==> config.mk <==
export PLATFORM = sky130hd
export DESIGN_NAME = line_camera_video_port
export DESIGN_NICKNAME = d
export VERILOG_FILES = /design/src/rtl/trigger_sync.v /design/src/rtl/line_camera_video_port.v
export VERILOG_INCLUDE_DIRS = /design/src /design/src/pkg
export SDC_FILE = /design/constraint.sdc
export NUM_CORES = 1
export LEC_CHECK = 0
export BUFFER_PORTS_ARGS = -buffer_cell sky130_fd_sc_hd__buf_4
export CAP_MARGIN = 10
export CORE_ASPECT_RATIO = 0.9
export CORE_MARGIN = 3
export CORE_UTILIZATION = 51
export DETAILED_ROUTE_END_ITERATION = 10
export PLACE_DENSITY = 0.78
export SLEW_MARGIN = 20
export SYNTH_ARGS = -nofsm -noshare
export SYNTH_HDL_FRONTEND = slang
export SYNTH_SLANG_ARGS = --single-unit
export TNS_END_PERCENT = 1
==> constraint.sdc <==
create_clock -name ref_clk -period 3.4 [get_ports ref_clk]
set_input_delay 0 -clock ref_clk [delete_from_list [all_inputs] [get_ports ref_clk]]
set_output_delay 0 -clock ref_clk [all_outputs]
set_load 0.005 [all_outputs]
==> src/pkg/line_camera_defs.vh <==
/*
 * Constants for the line camera video port: link input positions,
 * exposure and output mode codes, reset values and trigger timing.
 * Assumes inclusion by bare name from the design files.
 */
`ifndef LINE_CAMERA_DEFS_VH
`define LINE_CAMERA_DEFS_VH

// Link transmitter input positions of the data ports in use
`define TX_A0           5'h00
`define TX_A1           5'h01
`define TX_A2           5'h02
`define TX_A3           5'h03
`define TX_A4           5'h04
`define TX_A5           5'h06
`define TX_A6           5'h1b
`define TX_A7           5'h05
`define TX_B0           5'h07
`define TX_B1           5'h08
`define TX_DVAL         5'h1a
`define TX_LVAL         5'h18
`define TX_WIDTH        28
`define TX_RESET        28'h0000000

// Exposure control modes
`define EXP_EDGE        2'h0
`define EXP_LEVEL       2'h1
`define EXP_PROG        2'h2

// Output mapping modes
`define OUT_10BIT       1'h0
`define OUT_8BIT        1'h1

// Pixel and trigger timing
`define PIX_BITS        10
`define CLK_PERIOD_PS   25000
`define TRIG_HIGH_MIN_PS 100000
`define TRIG_HIGH_MIN_CYC ((`TRIG_HIGH_MIN_PS + `CLK_PERIOD_PS - 1) / `CLK_PERIOD_PS)

`endif

==> src/rtl/trigger_sync.v <==
/*
 * Two-stage synchroniser for the line trigger with edge detection.
 * Assumes the trigger is asynchronous to ref_clk and that the trigger
 * period is many clock cycles long.
 */
`timescale 1ns/100ps

module trigger_sync (
    // Clock and control
    input  wire ref_clk,
    input  wire srst,
    input  wire clkEn,
    // Asynchronous trigger level
    input  wire trigAsync,
    // Synchronised level and one-cycle edge pulses
    output wire trigLevel,
    output wire trigRise,
    output wire trigFall
);

    reg meta;
    reg sync;
    reg last;

    // Only the second stage feeds the edge detector
    always @(posedge ref_clk) begin
        if (srst) begin
            meta <= 1'b0;
            sync <= 1'b0;
            last <= 1'b0;
        end else if (clkEn) begin
            meta <= trigAsync;
            sync <= meta;
            last <= sync;
        end
    end

    assign trigLevel = sync;
    assign trigRise  = clkEn & sync & ~last;
    assign trigFall  = clkEn & ~sync & last;

endmodule

==> src/rtl/line_camera_video_port.v <==
/*
 * Video output port and line-trigger input of a line-scan camera.
 * Drives pixel bits, line valid and data valid onto the link transmitter
 * inputs, forwards the pixel clock, and runs exposure and line readout
 * from the line trigger. Assumes a sensor source on ref_clk that answers
 * pixReq with a pixel on pixIn in the same cycle, and mode inputs that
 * come from logic on ref_clk.
 */
`timescale 1ns/100ps
`include "line_camera_defs.vh"

// Overview of operation
// - Line trigger is the sole control input; no other control line exists.
// - Trigger starts line readout and governs that line's exposure.
// - Edge, level and programmable exposure modes are selectable.
// - One line is produced per trigger period.
// - Only trigger edges act; a static level does nothing.
// - Pixel clock is forwarded to the transmitter clock input.
// - Pixel data, line valid and data valid change on rising clock edge.
// - Pixel clock runs at 20, 40 or 60 MHz by speed grade.
// - Line valid is high for the whole line and low otherwise.
// - Data counts only when line valid and data valid are both high.
// - Port A5, A6, A7 sit on transmitter inputs 6, 27, 5.
// - 10-bit uses A0-A7 and B0-B1; 8-bit uses A0-A7; rest unused.
// - Data valid on input 26, line valid on 24; 23, 25 unused.
// - Exactly one pixel per clock with its valid bits.
// - 8-bit mode sends the upper eight bits of each pixel.
module line_camera_video_port (
    // Clock, reset, enable
    input  wire                   ref_clk,
    input  wire                   srst,
    input  wire                   clkEn,
    // Line trigger from the frame grabber
    input  wire                   lineTrigger,
    // Mode selection
    input  wire [1:0]             expMode,
    input  wire                   outMode8,
    input  wire [15:0]            expTime,
    input  wire [11:0]            lineLength,
    // Sensor pixel source
    output wire                   pixReq,
    input  wire [`PIX_BITS-1:0]   pixIn,
    // Link transmitter inputs
    output wire                   txClk,
    output reg  [`TX_WIDTH-1:0]   txData,
    // Status
    output reg                    exposing,
    output reg                    lineOverrun,
    output reg                    trigTooShort
);

    localparam EX_IDLE = 2'b01;
    localparam EX_RUN  = 2'b10;
    localparam RD_IDLE = 2'b01;
    localparam RD_LINE = 2'b10;

    // Positions of the data ports, A0 in the low field
    localparam [49:0] PORT_POS = {`TX_B1, `TX_B0, `TX_A7, `TX_A6, `TX_A5,
                                  `TX_A4, `TX_A3, `TX_A2, `TX_A1, `TX_A0};
    localparam [31:0] HIGH_MIN_W = `TRIG_HIGH_MIN_CYC;
    localparam [7:0]  HIGH_MIN   = HIGH_MIN_W[7:0];

    wire        trigLevel;
    wire        trigRise;
    wire        trigFall;
    reg  [1:0]  exState;
    reg  [1:0]  next_exState;
    reg  [15:0] expCnt;
    reg  [15:0] next_expCnt;
    reg         expEnd;
    reg  [1:0]  rdState;
    reg  [1:0]  next_rdState;
    reg  [11:0] pixCnt;
    reg  [11:0] next_pixCnt;
    reg         pending;
    reg         next_pending;
    reg         next_overrun;
    reg  [7:0]  highCnt;
    wire [11:0] lastPix;
    wire [`TX_WIDTH-1:0] mapped;
    wire [`TX_WIDTH*11-1:0] mapAcc;

    // The trigger is the only camera control input to act on state
    trigger_sync u_trig (
        .ref_clk   (ref_clk),
        .srst      (srst),
        .clkEn     (clkEn),
        .trigAsync (lineTrigger),
        .trigLevel (trigLevel),
        .trigRise  (trigRise),
        .trigFall  (trigFall)
    );

    // Pixel clock forwarded straight to the transmitter clock input
    assign txClk = ref_clk;

    // Exposure control: each mode ends one exposure per trigger period
    always @* begin
        next_exState = exState;
        next_expCnt  = expCnt;
        expEnd       = 1'b0;
        case (exState)
            EX_IDLE: begin
                if (expMode == `EXP_LEVEL) begin
                    if (trigFall) begin
                        next_exState = EX_RUN;
                    end
                end else if (trigRise) begin
                    next_exState = EX_RUN;
                    next_expCnt  = 16'h0000;
                end
            end
            EX_RUN: begin
                if (expMode == `EXP_LEVEL) begin
                    // Exposure lasts while the trigger is low
                    if (trigRise) begin
                        expEnd       = 1'b1;
                        next_exState = EX_IDLE;
                    end
                end else if (expMode == `EXP_PROG) begin
                    // Fixed exposure counted from the rising edge
                    if (clkEn) begin
                        next_expCnt = expCnt + 16'h0001;
                    end
                    if (clkEn && ({1'b0, expCnt} + 17'h00001 >= {1'b0, expTime})) begin
                        expEnd       = 1'b1;
                        next_exState = EX_IDLE;
                    end
                end else if (trigRise) begin
                    // Edge mode: each rising edge closes one exposure and
                    // opens the next, so exposure equals the period
                    expEnd       = 1'b1;
                    next_exState = EX_RUN;
                end
            end
            default: begin
                next_exState = EX_IDLE;
            end
        endcase
    end

    // Readout: a line of lineLength pixels, one per clock
    assign lastPix = (lineLength == 12'h000) ? 12'h000 : lineLength - 12'h001;
    assign pixReq  = clkEn & (rdState == RD_LINE);

    always @* begin
        next_rdState = rdState;
        next_pixCnt  = pixCnt;
        next_pending = pending;
        next_overrun = 1'b0;
        case (rdState)
            RD_IDLE: begin
                if (expEnd || pending) begin
                    next_rdState = RD_LINE;
                    next_pixCnt  = 12'h000;
                    next_pending = 1'b0;
                end
            end
            RD_LINE: begin
                if (clkEn) begin
                    if (pixCnt == lastPix) begin
                        next_pixCnt = 12'h000;
                        if (expEnd || pending) begin
                            // Back-to-back lines keep one line per trigger;
                            // an exposure ending now waits behind a pending one
                            next_pending = expEnd & pending;
                        end else begin
                            next_rdState = RD_IDLE;
                        end
                    end else begin
                        next_pixCnt = pixCnt + 12'h001;
                        if (expEnd) begin
                            // Only one finished exposure can wait; a second
                            // one while it waits is dropped and flagged
                            next_overrun = pending;
                            next_pending = 1'b1;
                        end
                    end
                end
            end
            default: begin
                next_rdState = RD_IDLE;
            end
        endcase
    end

    // Pixel bit mapping: one stage per source bit, OR-ed into place
    assign mapAcc[`TX_WIDTH-1:0] = {`TX_WIDTH{1'b0}};
    genvar gi;
    generate
        for (gi = 0; gi < `PIX_BITS; gi = gi + 1) begin : g_map
            wire pixBit;
            if (gi < 8) begin : g_a
                // 8-bit mode drops the two lowest bits
                assign pixBit = (outMode8 == `OUT_8BIT) ? pixIn[gi + 2] : pixIn[gi];
            end else begin : g_b
                // Port B only carries bits 8 and 9 in 10-bit mode
                assign pixBit = (outMode8 == `OUT_10BIT) & pixIn[gi];
            end
            assign mapAcc[(gi + 1) * `TX_WIDTH +: `TX_WIDTH] =
                mapAcc[gi * `TX_WIDTH +: `TX_WIDTH] |
                ({{(`TX_WIDTH - 1){1'b0}}, pixBit} << PORT_POS[gi * 5 +: 5]);
        end
    endgenerate

    // Valid bits at their fixed positions; 23 and 25 stay low
    assign mapped = mapAcc[`PIX_BITS * `TX_WIDTH +: `TX_WIDTH] |
                    ({{(`TX_WIDTH - 1){1'b0}}, 1'b1} << `TX_DVAL) |
                    ({{(`TX_WIDTH - 1){1'b0}}, 1'b1} << `TX_LVAL);

    // State and output registers
    always @(posedge ref_clk) begin
        if (srst) begin
            exState     <= EX_IDLE;
            expCnt      <= 16'h0000;
            rdState     <= RD_IDLE;
            pixCnt      <= 12'h000;
            pending     <= 1'b0;
            txData      <= `TX_RESET;
            exposing    <= 1'b0;
            lineOverrun <= 1'b0;
        end else if (clkEn) begin
            exState     <= next_exState;
            expCnt      <= next_expCnt;
            rdState     <= next_rdState;
            pixCnt      <= next_pixCnt;
            pending     <= next_pending;
            exposing    <= (next_exState == EX_RUN);
            lineOverrun <= next_overrun;
            // Valid bits and data change only on the rising edge
            if (pixReq) begin
                txData <= mapped;
            end else begin
                txData <= `TX_RESET;
            end
        end
    end

    // High phase shorter than the minimum is reported, not rejected,
    // since the line was already started by its rising edge
    always @(posedge ref_clk) begin
        if (srst) begin
            highCnt      <= 8'h00;
            trigTooShort <= 1'b0;
        end else if (clkEn) begin
            trigTooShort <= trigFall && (highCnt < HIGH_MIN);
            if (trigRise) begin
                highCnt <= 8'h01;
            end else if (trigLevel && highCnt != 8'hff) begin
                highCnt <= highCnt + 8'h01;
            end
        end
    end

endmodule

==> flow_metrics.tcl <==
set metrics [dict create \
    maxCapViolCount 0 \
    syn_area_sq_um 4240 \
    clk-insertion-delay-late_ns 0.45 \
    setup_slack_ns 0.0462 \
    cp.arrival_ns 3.73 \
    synth-adder-area-share 0.0650 \
    die_w_um 102 \
    powerDensity_nw_per_um2 313 \
    finalNetCount 704 \
    n_antenna_cell 0 \
    tns_ns 0 \
    drt_iter0_drc 354 \
    synthToLayoutAreaGrowth_pct 30.1 \
    yosysUniqueCellTypes 66 \
    vias 4440 \
    die_y_um 92.5 \
    tightest_slew_ns 0.743 \
    ys.flop_type "dfxtp_1" \
    leakagePower_uw 0.00223 \
    hold_class "in -> reg" \
    port-buffer-count 61 \
    finalCritPeriodShare 0.986 \
    drcViolationCount 0 \
    cp_max_fo 6 \
    finalClockSkew_ns 0.0157 \
    first_global_vias 4047 \
    drv_slew 0 \
    grt_overflow 0 \
    core_sq_um 7810 \
    yosysWarnings 0 \
    timing_hold_violations_final 0 \
    seq_area_sq_um 1170 \
    hpwl_um 7700 \
    rsz0062_at_grt "yes" \
    critical_path_required_ns 3.78 \
    die-area_sq_um 9440 \
    synth_xor_area_frac 0.0496 \
    synthArstFlopShare 0 \
    io_pins 78 \
    place.gp.congestion 0.968 \
    path_clk_slew_ns 0.08 \
    slew-limit-headroom 0.504 \
    grt_pass1_wl_um 18700 \
    period_minus_slack_ns 3.35 \
    synthMuxAreaShare 0.0334 \
    antenna_found_initial 0 \
    fmax_ghz 0.298 \
    fp-row-count 30 \
    nFillCells 614 \
    vias_per_cell 6.02 \
    wire_per_inst_um 16.2 \
    syn_area_per_cell_sq_um 7.71 \
    synth_edf_count 0 \
    critPathLaunchType "flop" \
    cp-end-kind "flop" \
    drive_above_1_share 0.237 \
    routed_wl_um 12000 \
    grt_max_degree 43 \
    ir_drop_mv 0.327 \
    syn_inst 550 \
    synth_compound_area_frac 0.229 \
    status "finished, final reports clean" \
    synth-seq-cells 58 \
    hp-start "outMode8" \
    power.total_uw 1730 \
    ant_nets 0 \
    reg2reg_from "expCnt[3]" \
    crit_type "reg -> reg" \
    synth_top_family_by_area "simple AND/OR/NAND/NOR gates" \
    multi_input_area_sq_um 2930 \
    ys_seq_area_frac 0.274 \
    initial_core_util 0.543 \
    crit_start "expCnt[3]" \
    synthSimpleGateAreaFrac 0.263 \
    finalSetupViolations 0 \
    gr-usage-all-layers 0.242 \
    dr.pass1.iters 7 \
    cts_tree "yes" \
    post-place-ws_ns -0.0363 \
]
==> through the flow <==
stage | utilization | instance area (sq um) | hold WS [ns] | cells
floorplan | - | 4330 | 0.0808 | 565
global placement | 0.609 | 4750 | 0.0808 | 686
detailed placement | 0.609 | 4750 | 0.0808 | 686
CTS | 0.680 | 5310 | 0.0399 | 732
global route | 0.706 | 5510 | 0.0878 | 738
finish | 0.706 | 5510 | 0.0592 | 738
==> cell usage after synthesis, types with 5 or more instances <==
cell / n / share of area
a21oi_1: 47 / 0.056
a22oi_1: 11 / 0.019
a31oi_1: 5 / 0.0074
and2_1: 6 / 0.0089
and3_1: 11 / 0.016
buf_2: 5 / 0.0059
buf_4: 18 / 0.032
clkbuf_1: 23 / 0.020
dfxtp_1: 58 / 0.27
ha_1: 22 / 0.065
inv_1: 28 / 0.025
mux2_2: 9 / 0.024
nand2_1: 39 / 0.035
nand2b_1: 7 / 0.010
nand3_1: 28 / 0.033
nand4_1: 7 / 0.010
nor2_1: 46 / 0.041
nor3_1: 11 / 0.013
nor4_1: 6 / 0.0089
o21ai_0: 23 / 0.027
o31ai_1: 9 / 0.016
or2_2: 5 / 0.0074
or3_1: 12 / 0.018
or4_1: 11 / 0.019
xnor2_1: 12 / 0.025
xor2_1: 12 / 0.025
==> area by class of cell <==
type                            count  share of cell area
Sequential cell                    58               0.213
Multi-Input combinational cell    430               0.531
Timing Repair Buffer              106               0.165
Clock inverter                      6              0.0163
Inverter                           28              0.0191
Clock buffer                       14              0.0338
Tap cell                           96              0.0218
==> placed cells by master (no fill, tap or decap), types with 5 or more instances in the layout <==
cell	n
o31ai_1	9
a21oi_1	43
nor4_1	6
inv_1	28
dfxtp_2	7
a22oi_1	11
and3_1	10
o21ai_0	22
xnor2_1	10
conb_1	16
nand3_1	25
mux2_2	9
buf_4	77
or3_1	12
nand4_1	7
or4_1	10
nor2_1	43
clkbuf_8	13
nand2b_1	7
dfxtp_1	50
nor3_1	10
ha_1	21
and2_1	5
a31oi_1	5
dlygate4sd3_1	27
o21ai_1	5
nand2_1	38
xor2_1	11
==> worst paths after layout <==
kind                      end  slack (ns)  depth (start not counted)
setup reg to reg    pixCnt[5]        0.05                         16
setup / recovery    pixCnt[5]        0.05                         16
hold reg to reg   lineOverrun        0.47                          2
hold / removal      txData[0]        0.06                          4
==> state kept, by name, summed over array words and instances, names as in the netlist <==
register and cells:
u_trig.trigLevel 1, pending 1, rdState 2, u_trig.meta 1
txData 11, pixCnt 12, lineOverrun 1, u_trig.last 1
highCnt 8, trigTooShort 1, expCnt 16, exposing 1
exState 2
==> timing repair <==
| action | 4_1_cts | 5_1_grt |
|---|---|---|
| gates resized for setup | 3 | 31 |
| pin swaps | 1 | 13 |
| setup buffers | 0 | 4 |
| hold endpoints to repair | 20 | 0 |
| gates cloned | 0 | 2 |
| endpoints found under the setup margin | 14 | 16 |
| hold buffers | 27 | 0 |
==> routing by layer <==
metal	routed length, um	global-route usage	part of all wire	vias up
li1	-	-	-	2157
met1	5150	0.317	0.43	2064
met3	888	0.0572	0.074	29
met5	0	0	0	-
met2	5650	0.390	0.47	190
met4	279	0.0765	0.023	0
==> power breakdown <==
group / leakage, uW / switching (uW) / internal [uW]
clock: 0.000139 / 328 / 523
sequential: 0.000472 / 2.40 / 681
combinational: 0.00162 / 102 / 92.0
==> logic make-up (layout without fill, tap and decap cells) <==
family	count (synthesis)	in the layout
simple gates	211	211
mux	13	13
other cells	1	16
xor+xnor	24	24
buf+inv	77	154
fa+ha+maj	22	22
compound gates	144	144
flops	58	58
==> worst max-delay path, cell delays in order (launching register included) <==
cell and delay, ns:
dfxtp_2 0.36, nand3_2 0.12, nor3_2 0.23, buf_4 0.14
and3_4 0.19, nand3_2 0.09, xnor2_2 0.16, ha_1 0.29
nand3_1 0.11, nor2_2 0.14, and2_4 0.16, a211o_4 0.17
a2111oi_4 0.07, buf_4 0.19, clkbuf_16 0.15, or4_1 0.54
a21oi_2 0.16
(Power assumes the default switching activity.)
